**src/pfc_pkg.sv**
```systemverilog
/*
 * pfc_pkg: register map, field positions, reset values and state encoding for the
 * synthesizer frequency-change, mute, charge pump and phase detector control.
 * Assumes a 24-bit register file reached over the main serial port.
 */
package pfc_pkg;
   // serial frame layout: read flag, 6-bit address, 24-bit data
   localparam int ADDR_W     = 6;
   localparam int DATA_W     = 24;
   localparam int FRAME_BITS = 1 + ADDR_W + DATA_W;
   localparam int HDR_BITS   = 1 + ADDR_W;

   // register offsets
   localparam logic [5:0] ADR_INTEGER_DIVIDE = 6'h03;
   localparam logic [5:0] ADR_FRACTIONAL     = 6'h04;
   localparam logic [5:0] ADR_SYNTH_MODE     = 6'h06;
   localparam logic [5:0] ADR_PUMP_GAIN_OFS  = 6'h09;
   localparam logic [5:0] ADR_VCO_CAL_CFG    = 6'h0A;
   localparam logic [5:0] ADR_PHASE_DET_CTL  = 6'h0B;
   localparam logic [5:0] ADR_VCO_MAN_TUNE   = 6'h15;
   localparam logic [5:0] ADR_VCO_OUT_DIV    = 6'h16;
   localparam logic [5:0] ADR_VCO_OUT_CTL    = 6'h17;

   // field positions
   localparam int MODE_FRAC_BIT   = 11;   // synth mode: 1 = fractional
   localparam int CAL_DIS_BIT     = 11;   // cal config: 1 = self-cal off
   localparam int CAL_TICK_HI     = 14;   // cal config: fsm clock divider
   localparam int CAL_TICK_LO     = 13;
   localparam int UP_GAIN_HI      = 13;
   localparam int UP_GAIN_LO      = 7;
   localparam int DN_GAIN_HI      = 6;
   localparam int DN_GAIN_LO      = 0;
   localparam int OFS_MAG_HI      = 20;
   localparam int OFS_MAG_LO      = 14;
   localparam int OFS_UP_BIT      = 21;
   localparam int OFS_DN_BIT      = 22;
   localparam int PD_UP_EN_BIT    = 5;
   localparam int PD_DN_EN_BIT    = 6;
   localparam int PHASE_FORCE_RAISE_BIT = 9;
   localparam int PHASE_FORCE_LOWER_BIT = 10;
   localparam int SW_HI           = 8;    // manual tuning: switch setting
   localparam int SW_LO           = 1;
   localparam int OUT_DIV_HI      = 5;
   localparam int OUT_DIV_LO      = 0;
   localparam int AUTO_MUTE_BIT   = 7;
   localparam int BUF_EN_HI       = 5;
   localparam int BUF_EN_LO       = 4;

   localparam int GAIN_W   = 7;
   localparam int SW_W     = 8;
   localparam int OUTDIV_W = 6;

   // reset values: detector up and down paths unmasked
   localparam logic [23:0] RST_PHASE_DET_CTL = 24'h000060;
   localparam logic [23:0] RST_ZERO          = 24'h000000;
   // gain code for one milliamp per pump; current scales linearly with code
   localparam logic [6:0]  GAIN_CODE_1MA     = 7'h32;
   localparam logic [5:0]  OUT_DIV_MUTE      = 6'h00;

   typedef enum logic [1:0] {PFC_CAL_IDLE, PFC_CAL_MEASURE, PFC_CAL_LOAD} pfc_cal_state_t;
endpackage

```
**src/pfc_control.sv**
```systemverilog
/*
 * pfc_control: register file and frequency-change control of a fractional-N
 * synthesizer: integer and fractional loads with or without VCO
 * self-calibration, output mute, charge pump settings and detector gating.
 * Assumes an outside measurement engine that answers cal_start with
 * cal_done and the chosen switch setting, both timed by cal_tick.
 */
`timescale 1ns/1ps
module pfc_control
   import pfc_pkg::*;
#(
   parameter int TICK_SEL_W = 2
) (
   // clock and reset
   input  wire logic                clk,
   input  wire logic                resetn,
   // main serial port
   input  wire logic                sen,
   input  wire logic                sck,
   input  wire logic                sdi,
   output logic                     sdo,
   // calibration engine
   output logic                     cal_tick,
   output logic                     cal_start,
   input  wire logic                cal_done,
   input  wire logic [SW_W-1:0]     cal_switch,
   // divider and vco settings
   output logic [DATA_W-1:0]        prescaler_int,
   output logic [DATA_W-1:0]        dsm_frac,
   output logic [SW_W-1:0]          vco_switch,
   output logic [OUTDIV_W-1:0]      out_divide,
   // output gating
   output logic                     out_mute,
   output logic [1:0]               out_buf_en,
   // charge pump settings
   output logic [GAIN_W-1:0]        cp_up_gain,
   output logic [GAIN_W-1:0]        cp_dn_gain,
   output logic [GAIN_W-1:0]        pump_bias_current,
   output logic                     pump_bias_up_en,
   output logic                     pump_bias_dn_en,
   // phase detector to charge pump
   input  wire logic                phase_detector_up,
   input  wire logic                phase_detector_dn,
   output logic                     charge_pump_up,
   output logic                     charge_pump_dn,
   output logic                     charge_pump_hiz
);
   initial begin
      if (TICK_SEL_W != 2) $error("pfc_control: divider field is two bits");
   end

   // register file
   logic [DATA_W-1:0] integer_divide;          // host integer value
   logic [DATA_W-1:0] fractional;              // host fractional value
   logic [DATA_W-1:0] synth_mode_config;
   logic [DATA_W-1:0] pump_gain_offset;
   logic [DATA_W-1:0] vco_calibration_config;
   logic [DATA_W-1:0] phase_detector_control;
   logic [DATA_W-1:0] vco_manual_tuning;
   logic [DATA_W-1:0] vco_output_divider;
   logic [DATA_W-1:0] vco_output_control;

   // serial side
   logic              wr_pulse;
   logic [ADDR_W-1:0] wr_addr;
   logic [DATA_W-1:0] wr_data;
   logic [ADDR_W-1:0] rd_addr;
   logic [DATA_W-1:0] rd_data;

   // sequencing
   pfc_cal_state_t    cal_state;
   logic              frac_mode;
   logic              cal_off;
   logic              wr_int;
   logic              wr_frac;
   logic              trigger;    // write that starts the change sequence
   logic              cal_busy;

   // readback decode, shared by the read path
   function automatic logic [DATA_W-1:0] reg_read(input logic [ADDR_W-1:0] a);
      unique case (a)
         ADR_INTEGER_DIVIDE: reg_read = integer_divide;
         ADR_FRACTIONAL:     reg_read = fractional;
         ADR_SYNTH_MODE:     reg_read = synth_mode_config;
         ADR_PUMP_GAIN_OFS:  reg_read = pump_gain_offset;
         ADR_VCO_CAL_CFG:    reg_read = vco_calibration_config;
         ADR_PHASE_DET_CTL:  reg_read = phase_detector_control;
         ADR_VCO_MAN_TUNE:   reg_read = vco_manual_tuning;
         ADR_VCO_OUT_DIV:    reg_read = vco_output_divider;
         ADR_VCO_OUT_CTL:    reg_read = vco_output_control;
         default:            reg_read = RST_ZERO;   // unmapped reads zero
      endcase
   endfunction

   assign rd_data = reg_read(rd_addr);

   pfc_serial_slave u_port (
      .clk      (clk),
      .resetn   (resetn),
      .sen      (sen),
      .sck      (sck),
      .sdi      (sdi),
      .sdo      (sdo),
      .wr_pulse (wr_pulse),
      .wr_addr  (wr_addr),
      .wr_data  (wr_data),
      .rd_addr  (rd_addr),
      .rd_data  (rd_data)
   );

   // fsm clock for the calibration engine
   pfc_tick_div #(.SEL_W(TICK_SEL_W)) u_tick (
      .clk    (clk),
      .resetn (resetn),
      .sel    (vco_calibration_config[CAL_TICK_HI:CAL_TICK_LO]),
      .tick   (cal_tick)
   );

   assign frac_mode = synth_mode_config[MODE_FRAC_BIT];
   assign cal_off   = vco_calibration_config[CAL_DIS_BIT];
   assign wr_int    = wr_pulse && wr_addr == ADR_INTEGER_DIVIDE;
   assign wr_frac   = wr_pulse && wr_addr == ADR_FRACTIONAL;
   assign trigger   = frac_mode ? wr_frac : wr_int;
   assign cal_busy  = cal_state != PFC_CAL_IDLE;

   // plain register writes; the tuning register is handled below
   always_ff @(posedge clk) begin
      if (!resetn) begin
         integer_divide         <= RST_ZERO;
         fractional             <= RST_ZERO;
         synth_mode_config      <= RST_ZERO;
         pump_gain_offset       <= RST_ZERO;
         vco_calibration_config <= RST_ZERO;
         phase_detector_control <= RST_PHASE_DET_CTL;
         vco_output_divider     <= RST_ZERO;
         vco_output_control     <= RST_ZERO;
      end else if (wr_pulse) begin
         unique case (wr_addr)
            ADR_INTEGER_DIVIDE: integer_divide         <= wr_data;
            ADR_FRACTIONAL:     fractional             <= wr_data;
            ADR_SYNTH_MODE:     synth_mode_config      <= wr_data;
            ADR_PUMP_GAIN_OFS:  pump_gain_offset       <= wr_data;
            ADR_VCO_CAL_CFG:    vco_calibration_config <= wr_data;
            ADR_PHASE_DET_CTL:  phase_detector_control <= wr_data;
            ADR_VCO_OUT_DIV:    vco_output_divider     <= wr_data;
            ADR_VCO_OUT_CTL:    vco_output_control     <= wr_data;
            default: ;   // unmapped or tuning register
         endcase
      end
   end

   // calibrated switch readback
   // a finishing calibration wins over a host write in the same cycle
   always_ff @(posedge clk) begin
      if (!resetn) begin
         vco_manual_tuning <= RST_ZERO;
      end else if (cal_state == PFC_CAL_MEASURE && cal_done) begin
         vco_manual_tuning[SW_HI:SW_LO] <= cal_switch;
      end else if (wr_pulse && wr_addr == ADR_VCO_MAN_TUNE) begin
         vco_manual_tuning <= wr_data;
      end
   end

   // calibration sequencer
   // later triggers during the measurement only refresh the value to be loaded
   always_ff @(posedge clk) begin
      if (!resetn) begin
         cal_state <= PFC_CAL_IDLE;
         cal_start <= 1'b0;
      end else begin
         cal_start <= 1'b0;
         unique case (cal_state)
            PFC_CAL_IDLE: begin
               if (trigger && !cal_off) begin
                  cal_state <= PFC_CAL_MEASURE;
                  cal_start <= 1'b1;
               end
            end
            PFC_CAL_MEASURE: begin
               if (cal_done) cal_state <= PFC_CAL_LOAD;
            end
            PFC_CAL_LOAD: begin
               cal_state <= PFC_CAL_IDLE;
            end
            // unused code: recover to idle
            default: cal_state <= PFC_CAL_IDLE;
         endcase
      end
   end

   // prescaler and modulator loads
   // immediate for either register when calibration is off and idle, else at the load state for the register of the current mode only
   always_ff @(posedge clk) begin
      if (!resetn) begin
         prescaler_int <= RST_ZERO;
         dsm_frac      <= RST_ZERO;
      end else if (cal_state == PFC_CAL_LOAD) begin
         if (frac_mode) dsm_frac <= fractional;
         else           prescaler_int <= integer_divide;
      end else if (cal_off && !cal_busy) begin
         if (wr_int) prescaler_int <= wr_data;
         if (wr_frac) dsm_frac <= wr_data;
      end
   end

   // switch setting: manual writes apply at once only with calibration off
   always_ff @(posedge clk) begin
      if (!resetn) begin
         vco_switch <= '0;
      end else if (cal_state == PFC_CAL_MEASURE && cal_done) begin
         vco_switch <= cal_switch;
      end else if (cal_off && wr_pulse && wr_addr == ADR_VCO_MAN_TUNE) begin
         vco_switch <= wr_data[SW_HI:SW_LO];
      end
   end

   always_ff @(posedge clk) begin
      if (!resetn) begin
         out_mute   <= 1'b1;
         out_divide <= '0;
         out_buf_en <= 2'h0;
      end else begin
         out_divide <= vco_output_divider[OUT_DIV_HI:OUT_DIV_LO];
         out_mute   <= (vco_output_divider[OUT_DIV_HI:OUT_DIV_LO] == OUT_DIV_MUTE)
                       || (vco_output_control[AUTO_MUTE_BIT] && cal_busy);
         out_buf_en <= vco_output_control[BUF_EN_HI:BUF_EN_LO];
      end
   end

   always_ff @(posedge clk) begin
      if (!resetn) begin
         cp_up_gain        <= '0;
         cp_dn_gain        <= '0;
         pump_bias_current <= '0;
         pump_bias_up_en   <= 1'b0;
         pump_bias_dn_en   <= 1'b0;
      end else begin
         cp_up_gain        <= pump_gain_offset[UP_GAIN_HI:UP_GAIN_LO];
         cp_dn_gain        <= pump_gain_offset[DN_GAIN_HI:DN_GAIN_LO];
         pump_bias_current <= pump_gain_offset[OFS_MAG_HI:OFS_MAG_LO];
         pump_bias_up_en   <= pump_gain_offset[OFS_UP_BIT];
         pump_bias_dn_en   <= pump_gain_offset[OFS_DN_BIT];
      end
   end

   always_ff @(posedge clk) begin
      if (!resetn) begin
         charge_pump_up  <= 1'b0;
         charge_pump_dn  <= 1'b0;
         charge_pump_hiz <= 1'b1;
      end else begin
         charge_pump_up  <= phase_detector_control[PHASE_FORCE_RAISE_BIT]
                            || (phase_detector_up && phase_detector_control[PD_UP_EN_BIT]);
         charge_pump_dn  <= phase_detector_control[PHASE_FORCE_LOWER_BIT]
                            || (phase_detector_dn && phase_detector_control[PD_DN_EN_BIT]);
         // forcing overrides the tri-state
         charge_pump_hiz <= !phase_detector_control[PD_UP_EN_BIT]
                            && !phase_detector_control[PD_DN_EN_BIT]
                            && !phase_detector_control[PHASE_FORCE_RAISE_BIT]
                            && !phase_detector_control[PHASE_FORCE_LOWER_BIT];
      end
   end

   // checks
   property p_cal_starts;
      @(posedge clk) disable iff (!resetn)
      (trigger && !cal_off && !cal_busy) |=> cal_start && cal_state == PFC_CAL_MEASURE;
   endproperty
   a_cal_starts: assert property (p_cal_starts) else $error("no calibration start");

   property p_hold_int;
      @(posedge clk) disable iff (!resetn)
      (cal_state == PFC_CAL_MEASURE && !frac_mode) |=> $stable(prescaler_int);
   endproperty
   a_hold_int: assert property (p_hold_int) else $error("prescaler moved in calibration");

   property p_load_after;
      @(posedge clk) disable iff (!resetn)
      (cal_state == PFC_CAL_MEASURE && cal_done && !frac_mode)
         |=> ##1 prescaler_int == $past(integer_divide, 1);
   endproperty
   a_load_after: assert property (p_load_after) else $error("prescaler not loaded");

   property p_immediate;
      @(posedge clk) disable iff (!resetn)
      (wr_int && cal_off && !cal_busy) |=> prescaler_int == $past(wr_data) && $stable(vco_switch);
   endproperty
   a_immediate: assert property (p_immediate) else $error("integer not immediate");

   property p_mute_zero;
      @(posedge clk) disable iff (!resetn)
      (vco_output_divider[OUT_DIV_HI:OUT_DIV_LO] == OUT_DIV_MUTE) |=> out_mute;
   endproperty
   a_mute_zero: assert property (p_mute_zero) else $error("zero divider not muted");

   property p_auto_mute;
      @(posedge clk) disable iff (!resetn)
      (cal_start && vco_output_control[AUTO_MUTE_BIT]) |=> out_mute [*2];
   endproperty
   a_auto_mute: assert property (p_auto_mute) else $error("auto-mute missing");

   property p_up_block;
      @(posedge clk) disable iff (!resetn)
      (!phase_detector_control[PD_UP_EN_BIT] && !phase_detector_control[PHASE_FORCE_RAISE_BIT])
         |=> !charge_pump_up;
   endproperty
   a_up_block: assert property (p_up_block) else $error("masked up pulse passed");

   property p_dn_block;
      @(posedge clk) disable iff (!resetn)
      (!phase_detector_control[PD_DN_EN_BIT] && !phase_detector_control[PHASE_FORCE_LOWER_BIT])
         |=> !charge_pump_dn;
   endproperty
   a_dn_block: assert property (p_dn_block) else $error("masked down pulse passed");

   property p_force;
      @(posedge clk) disable iff (!resetn)
      phase_detector_control[PHASE_FORCE_RAISE_BIT] |=> charge_pump_up && !charge_pump_hiz;
   endproperty
   a_force: assert property (p_force) else $error("force up ignored");

   property p_readback;
      @(posedge clk) disable iff (!resetn)
      (cal_state == PFC_CAL_MEASURE && cal_done)
         |=> vco_manual_tuning[SW_HI:SW_LO] == $past(cal_switch) && vco_switch == $past(cal_switch);
   endproperty
   a_readback: assert property (p_readback) else $error("switch not readable");

   c_cal_cycle: cover property (@(posedge clk) disable iff (!resetn)
      cal_start ##[1:50] cal_state == PFC_CAL_LOAD);
   c_direct_load: cover property (@(posedge clk) disable iff (!resetn) wr_int && cal_off);
   c_hiz: cover property (@(posedge clk) disable iff (!resetn) charge_pump_hiz ##1 !charge_pump_hiz);
endmodule // pfc_control

```
**src/pfc_tick_div.sv**
```systemverilog
/*
 * pfc_tick_div: one-cycle enable pulse every 2**sel clocks; this is the
 * calibration state machine clock. Assumes sel is static between uses.
 */
`timescale 1ns/1ps
module pfc_tick_div #(
   parameter int SEL_W = 2
) (
   // clock and reset
   input  wire logic             clk,
   input  wire logic             resetn,
   // divider select and tick
   input  wire logic [SEL_W-1:0] sel,
   output logic                  tick
);
   localparam int CNT_W = 1 << SEL_W;
   initial begin
      if (SEL_W < 1 || SEL_W > 4) $error("pfc_tick_div: SEL_W out of range");
   end

   logic [CNT_W-1:0] count;   // free-running prescale counter
   logic [CNT_W-1:0] mask;    // low bits that must be all ones

   always_comb begin
      mask = CNT_W'((64'h1 << sel) - 64'h1);
   end

   // counter advances every cycle; wraps naturally
   always_ff @(posedge clk) begin
      if (!resetn) begin
         count <= '0;
      end else begin
         count <= count + CNT_W'(1);
      end
   end

   // tick when the selected low bits are all ones
   always_ff @(posedge clk) begin
      if (!resetn) begin
         tick <= 1'b0;
      end else begin
         tick <= ((count & mask) == mask);
      end
   end
endmodule // pfc_tick_div

```
**src/pfc_serial_slave.sv**
```systemverilog
/*
 * pfc_serial_slave: main serial port. Frame while sen is high: read flag,
 * address msb first, then 24 data bits msb first. Pins are synchronous to
 * clk; sck must stay high and low for at least two clk cycles each.
 */
`timescale 1ns/1ps
module pfc_serial_slave
   import pfc_pkg::*;
(
   // clock and reset
   input  wire logic              clk,
   input  wire logic              resetn,
   // serial pins
   input  wire logic              sen,
   input  wire logic              sck,
   input  wire logic              sdi,
   output logic                   sdo,
   // register side
   output logic                   wr_pulse,
   output logic [ADDR_W-1:0]      wr_addr,
   output logic [DATA_W-1:0]      wr_data,
   output logic [ADDR_W-1:0]      rd_addr,
   input  wire logic [DATA_W-1:0] rd_data
);
   logic                  sck_d;     // previous sck level
   logic                  sen_d;     // previous sen level
   logic [FRAME_BITS-1:0] shift_in;  // received bits
   logic [5:0]            nbits;     // bits seen, saturating
   logic [DATA_W-1:0]     shift_out; // read data
   logic                  rise;

   assign rise = sen && sck && !sck_d;
   assign rd_addr = shift_in[ADDR_W-1:0];

   // edge history
   always_ff @(posedge clk) begin
      if (!resetn) begin
         sck_d <= 1'b0;
         sen_d <= 1'b0;
      end else begin
         sck_d <= sck;
         sen_d <= sen;
      end
   end

   // shift in on sck rise; frame start clears the count
   always_ff @(posedge clk) begin
      if (!resetn) begin
         shift_in <= '0;
         nbits    <= '0;
      end else if (sen && !sen_d) begin
         nbits <= '0;
      end else if (rise) begin
         shift_in <= {shift_in[FRAME_BITS-2:0], sdi};
         // saturate so an over-long frame never looks complete
         if (nbits != 6'h3F) nbits <= nbits + 6'h01;
      end
   end

   // commit at frame end
   // only an exact-length write frame commits, on sen fall
   always_ff @(posedge clk) begin
      if (!resetn) begin
         wr_pulse <= 1'b0;
         wr_addr  <= '0;
         wr_data  <= '0;
      end else begin
         wr_pulse <= !sen && sen_d && (nbits == 6'(FRAME_BITS))
                     && !shift_in[FRAME_BITS-1];
         wr_addr  <= shift_in[FRAME_BITS-2:DATA_W];
         wr_data  <= shift_in[DATA_W-1:0];
      end
   end

   // read data loaded after the header, then shifted out msb first
   always_ff @(posedge clk) begin
      if (!resetn) begin
         shift_out <= '0;
         sdo       <= 1'b0;
      end else if (sen && nbits == 6'(HDR_BITS) && sck_d && !sck
                   && shift_in[ADDR_W]) begin
         shift_out <= {rd_data[DATA_W-2:0], 1'b0};
         sdo       <= rd_data[DATA_W-1];
      end else if (sen && nbits > 6'(HDR_BITS) && sck_d && !sck) begin
         sdo       <= shift_out[DATA_W-1];
         shift_out <= {shift_out[DATA_W-2:0], 1'b0};
      end else if (!sen) begin
         sdo <= 1'b0;
      end
   end
endmodule // pfc_serial_slave

```
**config.mk**
```make
export PLATFORM = sky130hd
export DESIGN_NAME = pfc_control
export DESIGN_NICKNAME = d
export VERILOG_FILES = /design/src/pfc_pkg.sv /design/src/pfc_control.sv /design/src/pfc_tick_div.sv /design/src/pfc_serial_slave.sv
export SDC_FILE = /design/constraint.sdc
export NUM_CORES = 1
export LEC_CHECK = 0
export ABC_AREA = 1
export BUFFER_PORTS_ARGS = -buffer_cell sky130_fd_sc_hd__clkbuf_2
export CELL_PAD_IN_SITES_DETAIL_PLACEMENT = 1
export CELL_PAD_IN_SITES_GLOBAL_PLACEMENT = 1
export CORE_ASPECT_RATIO = 1.25
export CORE_MARGIN = 2
export CORE_UTILIZATION = 50
export CTS_BUF_LIST = sky130_fd_sc_hd__clkbuf_4 sky130_fd_sc_hd__clkbuf_8
export CTS_CLUSTER_DIAMETER = 150
export DETAILED_ROUTE_END_ITERATION = 10
export PLACE_DENSITY = 0.91
export SETUP_SLACK_MARGIN = 0.3
export SYNTH_ARGS = -nofsm -noshare
export SYNTH_HDL_FRONTEND = slang
export SYNTH_SLANG_ARGS = --single-unit
```
**constraint.sdc**
```tcl
create_clock -name clk -period 3.1 [get_ports clk]
set_clock_uncertainty 0.15 [all_clocks]
set_input_delay 0.155 -clock clk [delete_from_list [all_inputs] [get_ports clk]]
set_output_delay 0.155 -clock clk [all_outputs]
set_load 0.02 [all_outputs]
```
Yosys cells after proc, flatten, opt, wreduce, memory -nomap -nowiden
Index checks and enable logic that the tools add are counted.
- eq/ne operators: 29
- $lt $le $gt $ge: 1
- multiplexer cells: 23
- shifts and indexed selects: 1
- reduce and logical (&&, ||, !) cells: 66
- bitwise logic cells: 4
- add/sub/neg operators: 3
- operator list (kind ; count):
    two-way mux 24 bit ; 10
    case mux 24 bit (9 select lines) ; 1
    equality test 6 x 5 -> 1 bit, second input constant ; 7
    equality test 6 x 4 -> 1 bit, second input constant ; 6
    equality test 6 x 3 -> 1 bit, second input constant ; 5
    logical AND 1 bit ; 27
    AND reduction 2 bit ; 13
    two-way mux 8 bit ; 3
    nonzero test 2 bit ; 7
    equality test 6 x 2 -> 1 bit, second input constant ; 2
    logical NOT 1 bit ; 11
    two-way mux 9 bit ; 1
    inequality test 2 bit, second input constant ; 4
    adder 6 x 1 -> 6 bit, second input constant ; 1
    > comparator 6 x 3 -> 1 bit, second input constant ; 1
    logical NOT 6 bit ; 1
    inequality test 6 bit, second input constant ; 1
    AND reduction 3 bit ; 2
    two-way mux 1 bit ; 5
    adder 4 x 1 -> 4 bit, second input constant ; 1
    AND 4 bit ; 1
    equality test 4 bit ; 1
    two-way mux 2 bit ; 2
    case mux 2 bit (2 select lines) ; 1
    9 further kinds ; 13
- input port bits: 16
- register bits after elaboration: 409

Depth between registers and ports, before layout
Gate-level depths: netlist of the first run.
- depth after elaboration: 6
- mapped depth: 11
- mapped depth without buffers: 10

By module
Synthesis of the first run repeated with hierarchy kept, for this count alone.
- cell total of the unflattened synthesis: 2652
- area, all modules: 17977.2 um2
- modules (own cells, without submodules) (module ; instances ; cells an instance ; area each (um2)):
    pfc_control ; 1 ; 2180 ; 14281.2
    pfc_serial_slave ; 1 ; 451 ; 3537.1
    pfc_tick_div ; 1 ; 21 ; 158.9

Least setup slack after synthesis of the first run
OpenSTA, ideal clock, no wires.
- kind: register to register
- from: register u_port.nbits[0]
- to: register u_port.shift_out[10]
- arrival time: 1391 ps
- path slack: 1489 ps
- buffers on the path: 1
- library setup time: 70 ps
- stages on the path, launching flop included: 9
- required time: 2880 ps
- clock period less this slack: 1611 ps
- cells stage by stage: dfxtp_1 > ha_1 > nand2_1 > nor2_1 > o21ai_1 > inv_1 > clkbuf_1 > o21ai_0 > a21oi_1
- cells in the longest elaborated chain, start to end: 6
- elaborated cells between the ends (all ways): 11
- RTL lines (item ; line ; RTL):
    start, declared ; pfc_serial_slave.sv:28 ; logic [5:0] nbits;
    start signal, assigned ; pfc_serial_slave.sv:56 ; if (nbits != 6'h3F) nbits <= nbits + 6'h01;
    branches (longest 6 deep; another with > comparator 6 x 3 -> 1 bit) ; - ;
    end signal, assigned ; pfc_serial_slave.sv:82 ; shift_out <= {rd_data[DATA_W-2:0], 1'b0};
    end signal, assigned ; pfc_serial_slave.sv:86 ; shift_out <= {shift_out[DATA_W-2:0], 1'b0};
    end, declared ; pfc_serial_slave.sv:29 ; logic [DATA_W-1:0] shift_out;
Several ways; the timed one is not identified.
A chain may end at the register's enable or synchronous reset.

Final worst setup path of the first run
- from: register u_port.wr_addr[3]
- to: register dsm_frac[4]
- cells in the longest elaborated chain, start to end: 4
- RTL lines (item ; line ; RTL):
    start, declared ; pfc_serial_slave.sv:20 ; output logic [ADDR_W-1:0] wr_addr,
    start signal, assigned ; pfc_serial_slave.sv:70 ; wr_addr <= shift_in[FRAME_BITS-2:DATA_W];
    equality test 6 x 3 -> 1 bit ; pfc_control.sv:122 ; assign wr_frac = wr_pulse && wr_addr == ADR_FRACTIONAL;
    logical AND 1 bit ; pfc_control.sv:122 ;
    nonzero test 2 bit (no line) ; - ;
    AND reduction 3 bit (no line) ; - ;
    end signal, assigned ; pfc_control.sv:198 ; if (frac_mode) dsm_frac <= fractional;
    end signal, assigned ; pfc_control.sv:202 ; if (wr_frac) dsm_frac <= wr_data;
    end, declared ; pfc_control.sv:29 ; output logic [DATA_W-1:0] dsm_frac,
Every way passes these cells.

==> run metrics, run 1 <==
TritonCTS clock tree=done; worst setup path class=register to register; endpoint type of the worst setup path=register; drt first-iter violations=1,423; Post-DP HPWL=39,800 um; Antenna Nets Post-Route=0; post-layout minimum cycle time=2.52 ns; class of the worst hold path=primary input to register; final number of hold-violating endpoints=0; unrepaired setup endpoints after global routing=no; Filler cells=4,050; vias in the first global route=17.7k; HP Start=phase_detector_dn; sum of overflow across all layers after global routing=0; number of ports placed on the die boundary=110; outcome=complete, no violations; transition at the pin with the smallest max-transition slack=1.08 ns; number of flops mapped to enable cells by yosys=0; Synth top area share=49.6%; mean area per synthesized cell=7.49 um2; maximum number of pins on one net before global-route repair=212; area added between synthesis and finish=14.8%; ratio of routed vias to standard cells=6.13; most area-hungry cell type in the Yosys netlist=sky130_fd_sc_hd__dfxtp_1; Post-Synthesis Net Count=2,217; Final GP Congestion=0.954; first-pass GRT wire length=97,600 um; Synth Register Bits=408; maximum single-stage delay on the critical path=0.61 ns; Post-Route Setup TNS=0 ns; part of the Yosys area used for sequential elements=49.6%; clock root buffer=sky130_fd_sc_hd__clkbuf_8; overall power of the completed layout=10.7 mW; Detailed Routing Iterations Pass 1=8; diode count=0; number of levels the H-tree was split into=3; async set-reset flop share out of synthesis=0%; number of DRC violations after detailed routing=0; power per cell area=566 mW/mm2; area share of and/or/nand/nor cells after synthesis=21.0%; antenna violations before repair=0; data required time of the critical path=3.44 ns; Worst-Skew Late Latency=0.62 ns; Yosys warning count=0; synthesized-area fraction occupied by ao, oa, aoi and oai cells=20.6%; number of buffers added by the clock tree synthesis step=67; final count of negative-setup-slack endpoints=0; arrival time at the worst endpoint=2.86 ns; worst relative slew slack=28.0%; Post-Synthesis Cell Area=0.0165 mm2; nets@finish=2,305; Syn Inst Count=2,199; CP most frequent cell=sky130_fd_sc_hd__nand2_2; timing-limited maximum frequency=397 MHz; Leakage=8.39 nW; post-CTS clock slew at the launch and capture registers of the worst setup and hold paths=0.07 ns; share of cells above drive strength 1=13.3%; most common cell after layout, fill and taps aside=sky130_fd_sc_hd__dfxtp_1; full die area=0.0344 mm2; number of buffer and inverter stages on the critical path=2; count of different cell masters after synthesis=39; synth top area cells=sky130_fd_sc_hd__dfxtp_1 50%, sky130_fd_sc_hd__nand2_1 9.0%, sky130_fd_sc_hd__o21ai_0 8.8%, sky130_fd_sc_hd__a21oi_1 8.4%, sky130_fd_sc_hd__nand3_1 6.1%; buffers from clock root to sink, at most=3; highest-count cells in the layout ignoring fill and taps=408 x sky130_fd_sc_hd__dfxtp_1, 393 x sky130_fd_sc_hd__nand2_1, 291 x sky130_fd_sc_hd__o21ai_0; cell class contributing the biggest share of worst-path delay=simple AND/OR/NAND/NOR gates; via total after detailed routing=16.9k; max-capacitance violation count=0; CP Launch Type=register; Die X=166 um; largest family of logic cells by synthesized area=simple AND/OR/NAND/NOR gates; Total Wirelength=63,500 um; largest driver fanout on the critical path=39; Core Rows=74; critical register-to-register path endpoint=dsm_frac[4]; r2r worst-path depth=8; final worst path period share=81.2%; hold path endpoint=charge_pump_dn; predominant post-synthesis flop cell=sky130_fd_sc_hd__dfxtp_1; number of stages on the worst setup path=8; Final Slew Violations=0; Tot GR Track Use=36.2%; post-synthesis mux area share=0%; area share of fa/ha/maj cells after synthesis=0.152%; count of clock tree sinks=408; hold-critical path depth=4; Critical path origin=u_port.wr_addr[3]; Core Region=0.0326 mm2; xor and xnor area share after synthesis=0.106%; y dimension of the die=207 um; Reg2Reg Launch Point=u_port.wr_addr[3]; Port Buf Inserts=109; IR Drop Worst-Case VDD=0.429 mV; reg2reg setup slack=0.58 ns; Worst path slowest cell=sky130_fd_sc_hd__nand2_2; routed wirelength normalized by instance count=23.1 um; Initial Utilization=50.5%; ordered list of cells on the worst path=inv_2 -> nand2_2 -> nor3_4 -> nand2_1 -> nand2_2 -> buf_4 -> nand3_1 -> o211a_1
sequential cells by signal, summed over array words and instances (netlist names), 3 cells and up:
name                    count
cp_dn_gain                  7
cp_up_gain                  7
dsm_frac                   24
fractional                 24
integer_divide             24
out_divide                  6
phase_detector_control     24
prescaler_int              24
pump_bias_current           7
pump_gain_offset           24
synth_mode_config          24
u_port.nbits                6
u_port.shift_in            31
u_port.shift_out           23
u_port.wr_addr              6
u_port.wr_data             24
u_tick.count                3
vco_calibration_config     24
vco_manual_tuning          24
vco_output_control         24
vco_output_divider         24
vco_switch                  8
report_power, final:
part	leakage, nW	internal (mW)	switching [mW]
Clock	0.756	2.84	2.25
Sequential	3.29	5.27	0.0301
Combinational	4.34	0.0796	0.229
Total	8.39	8.19	2.51
area by class of cell:
type                            count  area [um2]  area share [%]
Clock inverter                      8        80.1           0.423
Tap cell                          418         523            2.77
Clock buffer                      108        1350            7.13
Inverter                          196         736            3.89
Timing Repair Buffer              175        1130            5.97
Sequential cell                   408        8170            43.2
Multi-Input combinational cell   1439        6920            36.6
per-stage QoR:
| stage | setup WS, ns | hold slack, ns | util (%) | std cells | cell area (um2) |
|---|---|---|---|---|---|
| after global routing | 0.510 | 0.245 | 58.0 | 2752 | 18900 |
| after global placement | 0.909 | 0.226 | 53.1 | 2619 | 17300 |
| final | 0.583 | 0.196 | 58.0 | 2752 | 18900 |
| after floorplan | 1.49 | 0.0812 | - | 2199 | 16500 |
| after CTS | 0.687 | 0.179 | 58.0 | 2752 | 18900 |
| after detailed placement | 0.756 | 0.256 | 53.1 | 2619 | 17300 |
kinds of logic (layout without fill, tap and decap cells):
| group | count (synthesis) | in the layout |
|---|---|---|
| xor gates and xnor gates | 2 | 2 |
| and+or+nand+nor | 796 | 796 |
| AOI/OAI and AO/OA | 639 | 639 |
| buffers and inverters | 352 | 487 |
| adders and majority gates | 2 | 2 |
| DFF | 408 | 408 |
worst register-to-register path, cell delays in order, from the launching register on:
cell,delay (ns)
sky130_fd_sc_hd__dfxtp_1,0.36
sky130_fd_sc_hd__inv_2,0.08
sky130_fd_sc_hd__nand2_2,0.12
sky130_fd_sc_hd__nor3_4,0.38
sky130_fd_sc_hd__nand2_1,0.16
sky130_fd_sc_hd__nand2_2,0.61
sky130_fd_sc_hd__buf_4,0.28
sky130_fd_sc_hd__nand3_1,0.12
sky130_fd_sc_hd__o211a_1,0.16
layer usage:
metal / GRT usage, % / share of wire, % / up-vias
met5: 0 / 0 / -
met4: 28.7 / 8.1 / 0
met3: 6.90 / 7.4 / 314
met2: 62.9 / 49 / 867
met1: 38.9 / 35 / 8175
li1: - / - / 7504
cell usage after synthesis (2+ instances only):
cell type	instances
sky130_fd_sc_hd__nor2_4	2
sky130_fd_sc_hd__inv_1	183
sky130_fd_sc_hd__o211ai_1	2
sky130_fd_sc_hd__nand2_2	7
sky130_fd_sc_hd__nor4_1	2
sky130_fd_sc_hd__dfxtp_1	408
sky130_fd_sc_hd__o21ai_1	15
sky130_fd_sc_hd__nor2_1	134
sky130_fd_sc_hd__nand2_1	393
sky130_fd_sc_hd__nand3_1	201
sky130_fd_sc_hd__clkbuf_1	94
sky130_fd_sc_hd__o21a_1	23
sky130_fd_sc_hd__nor2_2	3
sky130_fd_sc_hd__inv_2	13
sky130_fd_sc_hd__a21oi_1	278
sky130_fd_sc_hd__o21ai_0	291
sky130_fd_sc_hd__buf_4	10
sky130_fd_sc_hd__buf_2	48
sky130_fd_sc_hd__nand4_1	45
sky130_fd_sc_hd__buf_1	4
sky130_fd_sc_hd__o21bai_1	2
sky130_fd_sc_hd__o211a_1	21
sky130_fd_sc_hd__ha_1	2
sky130_fd_sc_hd__nor3_1	3
how the worst max path moves through the flow:
stage,to,slack (ns)
after floorplan,u_port.shift_out[10],1.49
after detailed placement,phase_detector_control[16],0.76
final,dsm_frac[4],0.58
after CTS,dsm_frac[4],0.69
after global placement,dsm_frac[5],0.91
after global routing,dsm_frac[4],0.51
timing repair:
action                                 4_1_cts  5_1_grt
hold buffers                                17        0
gates resized for setup                      0        0
setup buffers                                0        0
endpoints found under the hold margin       52        0
Note: power is estimated with default switching activity, not from simulation.
==> run 2: changes to the inputs <==
- CORE_UTILIZATION: 50 -> 46
- PLACE_DENSITY: 0.91 -> 0.85
- clock period: 3.1 -> 2.44 ns (I/O delays scaled with it)
==> run metrics, run 2 (same netlist as run 1, synthesis figures left out) <==
outcome=complete, no violations; Final GP Congestion=0.894 (-6.3%); ratio of routed vias to standard cells=5.86 (-4.4%); largest driver fanout on the critical path=17 (-56%); Post-Route Setup TNS=0 ns (unchanged); transition at the pin with the smallest max-transition slack=0.718 ns (-0.361 ns); Final Slew Violations=0 (unchanged); data required time of the critical path=2.82 ns (-0.62 ns); clock root buffer=sky130_fd_sc_hd__clkbuf_8; antenna violations before repair=0 (unchanged); min setup slack post-route=0.325 ns (-0.258 ns); Initial Utilization=46.6% (-4.0 points); most common cell after layout, fill and taps aside=sky130_fd_sc_hd__dfxtp_1; Detailed Routing Iterations Pass 1=5 (-3); Tot GR Track Use=32.3% (-3.8 points); full die area=0.0374 mm2 (+8.5%); count of clock tree sinks=408 (unchanged); Port Buf Inserts=109 (unchanged); number of buffers added by the clock tree synthesis step=68 (+1.5%); Antenna Nets Post-Route=0 (unchanged); y dimension of the die=216 um (+4.2%); share of cells above drive strength 1=15.0% (+1.6 points); drt first-iter violations=1,472 (+3.4%); top register by number of flip-flops=u_port.shift_in; Total Wirelength=62,100 um (-2.1%); Core Rows=77 (+4.1%); unrepaired setup endpoints after global routing=yes; TritonCTS clock tree=done; core utilization of the finished layout=55.0% (-3.1 points); final count of negative-setup-slack endpoints=0 (unchanged); via total after detailed routing=16.6k (-1.6%); final worst path period share=86.7% (+5.5 points); Core Region=0.0354 mm2 (+8.5%); worst relative slew slack=52.1% (+24 points); maximum number of pins on one net before global-route repair=162 (-24%); CP Launch Type=register; power per cell area=702 mW/mm2 (+24%); max-capacitance violation count=0 (unchanged); worst setup path class=register to register; timing-limited maximum frequency=473 MHz (+19%); fin cells=2,834 (+3.0%); number of ports placed on the die boundary=110 (unchanged); arrival time at the worst endpoint=2.49 ns (-0.37 ns); number of DRC violations after detailed routing=0 (unchanged); buffers from clock root to sink, at most=3 (unchanged); IR Drop Worst-Case VDD=0.487 mV (+14%); area added between synthesis and finish=18.0%; Post-DP HPWL=39,900 um (about the same); final number of hold-violating endpoints=0 (unchanged); class of the worst hold path=primary input to register; post-CTS clock slew at the launch and capture registers of the worst setup and hold paths=0.06 ns (about the same); DP Worst Slack=0.155 ns (-0.602 ns); diode count=0 (unchanged); Leakage=8.56 nW (+2.0%); worst hold slack after final layout=0.150 ns (-0.0459 ns); routed wirelength normalized by instance count=21.9 um (-4.9%); highest-count cells in the layout ignoring fill and taps=407 x sky130_fd_sc_hd__dfxtp_1, 390 x sky130_fd_sc_hd__nand2_1, 291 x sky130_fd_sc_hd__o21ai_0; sum of overflow across all layers after global routing=0 (unchanged); endpoint type of the worst setup path=register; vias in the first global route=17.2k (-2.8%); nets@finish=2,326 (+0.91%); number of flip-flops under the largest register name=31 (unchanged); number of levels the H-tree was split into=3 (unchanged); post-layout minimum cycle time=2.11 ns (-0.402 ns); total placed cells including tap cells=2,684 (+2.5%); first-pass GRT wire length=94,500 um (-3.1%); Worst-Skew Late Latency=0.64 ns (+0.02 ns); Die X=173 um (+4.2%)
run 2: cell count changes in the layout (fill, tap and decap cells not counted), moves of 3 or more:
cell                         delta
sky130_fd_sc_hd__clkinv_2       +7
sky130_fd_sc_hd__clkbuf_8       +6
sky130_fd_sc_hd__clkinvlp_4     +3
sky130_fd_sc_hd__nor2_1         -3
sky130_fd_sc_hd__clkbuf_4       -6
sky130_fd_sc_hd__buf_6          +5
sky130_fd_sc_hd__nand3_1        -4
sky130_fd_sc_hd__buf_12         +7
sky130_fd_sc_hd__nand2_1        -3
sky130_fd_sc_hd__nand3_2        +4
run 2: final timing paths:
path / from / endpoint / slack (ns) / depth (start not counted)
setup reg to reg: u_port.shift_in[5] / u_port.shift_out[10] / 0.33 / 10
setup / recovery: u_port.shift_in[5] / u_port.shift_out[10] / 0.33 / 10
hold / removal: phase_detector_up / charge_pump_up / 0.15 / 4
hold reg to reg: vco_switch[1] / vco_switch[1] / 0.29 / 2
run 2: critical path, stage by stage, from the launching register on:
cell                      delay (ns)
sky130_fd_sc_hd__dfxtp_1        0.44
sky130_fd_sc_hd__inv_1          0.12
sky130_fd_sc_hd__nand2_1        0.19
sky130_fd_sc_hd__nor2_4         0.08
sky130_fd_sc_hd__nand2_1        0.11
sky130_fd_sc_hd__buf_6          0.23
sky130_fd_sc_hd__nor2_1         0.06
sky130_fd_sc_hd__nor2_1         0.34
sky130_fd_sc_hd__nand3_1        0.15
sky130_fd_sc_hd__nand2_1        0.08
sky130_fd_sc_hd__a21oi_1        0.06
run 2: power breakdown:
part / switching (mW) / internal [mW]
registers: 0.0385 / 6.70
logic: 0.301 / 0.119
clock network: 2.86 / 3.62
run 2: area by class of cell:
class / count / area [um2]
repair buffers: 192 / 1420
clock inverters: 14 / 83.8
inverters: 196 / 744
well taps: 474 / 593
multi-input cells: 1441 / 7030
flip-flops and latches: 408 / 8170
repair inverters: 1 / 7.51
fillers: 4471 / 15900
clock buffers: 108 / 1390
run 2: per-stage QoR:
step | cell area (um2) | total power, mW
3_3_place_gp | 17500 | 7.23
2_1_floorplan | 16500 | 7.09
5_1_grt | 19400 | 14.1
4_1_cts | 19200 | 13.7
3_5_place_dp | 17500 | 7.24
6_report | 19400 | 13.6
run 2: timing repair:
| action | CTS | global route |
|---|---|---|
| setup buffers | 3 | 4 |
| pin swaps | 0 | 2 |
| gates cloned | 3 | 2 |
| endpoints found under the setup margin | 23 | 78 |
| endpoints found under the hold margin | 81 | 0 |
| hold buffers | 16 | 0 |
| resized for setup | 6 | 27 |
run 2: layer usage:
layer | part of all wire (%) | global-route usage [%]
met5 | 0 | 0
met4 | 7.0 | 23.0
met3 | 6.0 | 4.51
met1 | 37 | 35.8
met2 | 50 | 56.8
==> run 3: changes to the inputs <==
- CORE_ASPECT_RATIO: 1.25 -> not set
==> run metrics, run 3 (same netlist as run 1, synthesis figures left out) <==
Core Rows=69 (-10%); r2r worst-path depth=10 (unchanged); via total after detailed routing=16.5k (-0.41%); vias in the first global route=16.6k (-3.8%); hold-critical path depth=4 (unchanged); Cell Int Power=10.6 mW (+1.8%); overall power of the completed layout=13.9 mW (+1.6%); violated checks=design-rule violations; class of the worst hold path=primary input to register; Worst-Skew Late Latency=0.63 ns (about the same); endpoint type of the worst setup path=register; y dimension of the die=193 um (-10%); final cell area excluding filler cells=0.0194 mm2 (about the same); hold path endpoint=charge_pump_dn; share of cells above drive strength 1=15.0% (+0.053 points); transition at the pin with the smallest max-transition slack=0.766 ns (+0.0479 ns); final number of hold-violating endpoints=0 (unchanged); antenna violations before repair=0 (unchanged); DP Area=0.0176 mm2 (+0.15%); number of flip-flops under the largest register name=31 (unchanged); Die X=193 um (+12%); nets@finish=2,330 (+0.17%); outcome=finished, violations left; routed wirelength normalized by instance count=21.4 um (-2.5%); number of levels the H-tree was split into=3 (unchanged); Total Wirelength=60,400 um (-2.7%); maximum number of pins on one net before global-route repair=170 (+4.9%); core utilization of the finished layout=54.9% (-0.074 points); highest-count cells in the layout ignoring fill and taps=407 x sky130_fd_sc_hd__dfxtp_1, 389 x sky130_fd_sc_hd__nand2_1, 291 x sky130_fd_sc_hd__o21ai_0; worst setup path class=register to register; IR Drop Worst-Case VDD=0.399 mV (-18%); diode count=0 (unchanged); Leakage=8.59 nW (+0.37%); arrival time at the worst endpoint=2.46 ns (-0.03 ns); most common cell after layout, fill and taps aside=sky130_fd_sc_hd__dfxtp_1; Post-Route Setup TNS=0 ns (unchanged); top register by number of flip-flops=u_port.shift_in; Reg2Reg Launch Point=u_port.shift_in[4]; GR Util met2=49.4% (-7.5 points); max-capacitance violation count=0 (unchanged); worst hold slack after final layout=0.160 ns (+0.00949 ns); Tot GR Track Use=31.2% (-1.1 points); number of DRC violations after detailed routing=1 (+1); switching pwr=3.23 mW (+0.91%); count of clock tree sinks=408 (unchanged); HP Start=phase_detector_dn; CP Launch Type=register; Detailed Routing Iterations Pass 1=8 (+3); buffers from clock root to sink, at most=3 (unchanged); part of the total power dissipated in combinational logic=3.0% (about the same); reg2reg setup slack=0.34 ns (about the same); Filler cells=4,491 (+0.45%); Post-DP HPWL=39,600 um (-0.78%); Initial Utilization=46.5% (-0.051 points); power per cell area=713 mW/mm2 (+1.6%); data required time of the critical path=2.80 ns (-0.02 ns); post-CTS clock slew at the launch and capture registers of the worst setup and hold paths=0.06 ns (about the same); global-route met1 utilization=40.8% (+5.0 points); unrepaired setup endpoints after global routing=yes; Core Region=0.0354 mm2 (+0.11%); clock root buffer=sky130_fd_sc_hd__clkbuf_8; part of the total power dissipated in the clock network=48.4% (+0.9 points); critical register-to-register path endpoint=u_port.shift_out[5]; first-pass GRT wire length=92,800 um (-1.8%); full die area=0.0373 mm2 (about the same); global-route layer with the greatest usage=met2; final worst path period share=86.2% (-0.52 points); sum of overflow across all layers after global routing=0 (unchanged); post-layout minimum cycle time=2.10 ns (-0.0126 ns); drt first-iter violations=1,489 (+1.2%); TritonCTS clock tree=done; Antenna Nets Post-Route=0 (unchanged); Final Slew Violations=0 (unchanged); number of ports placed on the die boundary=110 (unchanged); timing-limited maximum frequency=476 MHz (+0.60%); Port Buf Inserts=109 (unchanged); Final GP Congestion=0.919 (+2.8%); worst relative slew slack=48.9% (-3.2 points); switching power as a share of total power=23.3% (-0.16 points); met3 GRT Util=7.60% (+3.1 points); largest driver fanout on the critical path=17 (unchanged); number of buffers added by the clock tree synthesis step=71 (+4.4%); area added between synthesis and finish=17.9% (about the same); ratio of routed vias to standard cells=5.85 (-0.13%); final count of negative-setup-slack endpoints=0 (unchanged); power share of the sequential group=48.6% (-0.8 points)
-- run 3: metal layers --
| metal | wire [um] | vias up |
|---|---|---|
| li1 | - | 7558 |
| met1 | 25200 | 8106 |
| met2 | 27900 | 719 |
| met3 | 5360 | 144 |
| met4 | 2010 | 0 |
| met5 | 0 | - |
-- run 3: power groups by stage --
stage	registers (mW)	logic (mW)	clock network [mW]
final	6.74	0.413	6.70
after global routing	6.74	0.440	7.10
after CTS	6.74	0.390	6.76
after detailed placement	6.88	0.366	0
after global placement	6.88	0.356	0
after floorplan	6.87	0.219	0
-- run 3: timing repair --
item / CTS / global route
setup buffers: 0 / 8
hold buffers: 16 / 0
gates resized for setup: 4 / 20
pin swaps: 0 / 2
hold endpoints to repair: 72 / 0
setup endpoints to repair: 22 / 87
gates cloned: 0 / 1
-- run 3: worst max path at each step --
stage | startpoint | end | slack [ns]
after floorplan | u_port.nbits[0] | u_port.shift_out[10] | 0.83
after global placement | u_port.nbits[0] | u_port.shift_out[23] | 0.39
after detailed placement | u_port.nbits[0] | u_port.sdo | 0.26
after CTS | u_port.shift_in[4] | u_port.shift_out[5] | 0.25
after global routing | u_port.shift_in[4] | u_port.shift_out[2] | 0.28
final | u_port.shift_in[4] | u_port.shift_out[5] | 0.34
-- run 3: final cells by class --
type / instances / area [um2] / share of cell area [%]
Sequential cell: 408 / 8170 / 42.1
Multi-Input combinational cell: 1439 / 6980 / 36.0
Clock buffer: 115 / 1470 / 7.57
Timing Repair Buffer: 196 / 1410 / 7.27
Inverter: 196 / 748 / 3.85
Tap cell: 461 / 577 / 2.97
Clock inverter: 11 / 65.1 / 0.335
-- run 3: critical path, cell delays in order, from the launching register on --
cell,delay (ns)
sky130_fd_sc_hd__dfxtp_1,0.47
sky130_fd_sc_hd__inv_1,0.10
sky130_fd_sc_hd__nand2_1,0.20
sky130_fd_sc_hd__nor2_4,0.09
sky130_fd_sc_hd__nand2_1,0.09
sky130_fd_sc_hd__buf_4,0.28
sky130_fd_sc_hd__nor2_1,0.07
sky130_fd_sc_hd__nor2_1,0.20
sky130_fd_sc_hd__nand3_1,0.15
sky130_fd_sc_hd__nand2_1,0.10
sky130_fd_sc_hd__a21oi_1,0.07
-- run 3: stage by stage --
stage | std cells | setup WS (ns)
2_1_floorplan | 2199 | 0.829
3_3_place_gp | 2675 | 0.387
3_5_place_dp | 2675 | 0.256
4_1_cts | 2817 | 0.254
5_1_grt | 2826 | 0.283
6_report | 2826 | 0.338
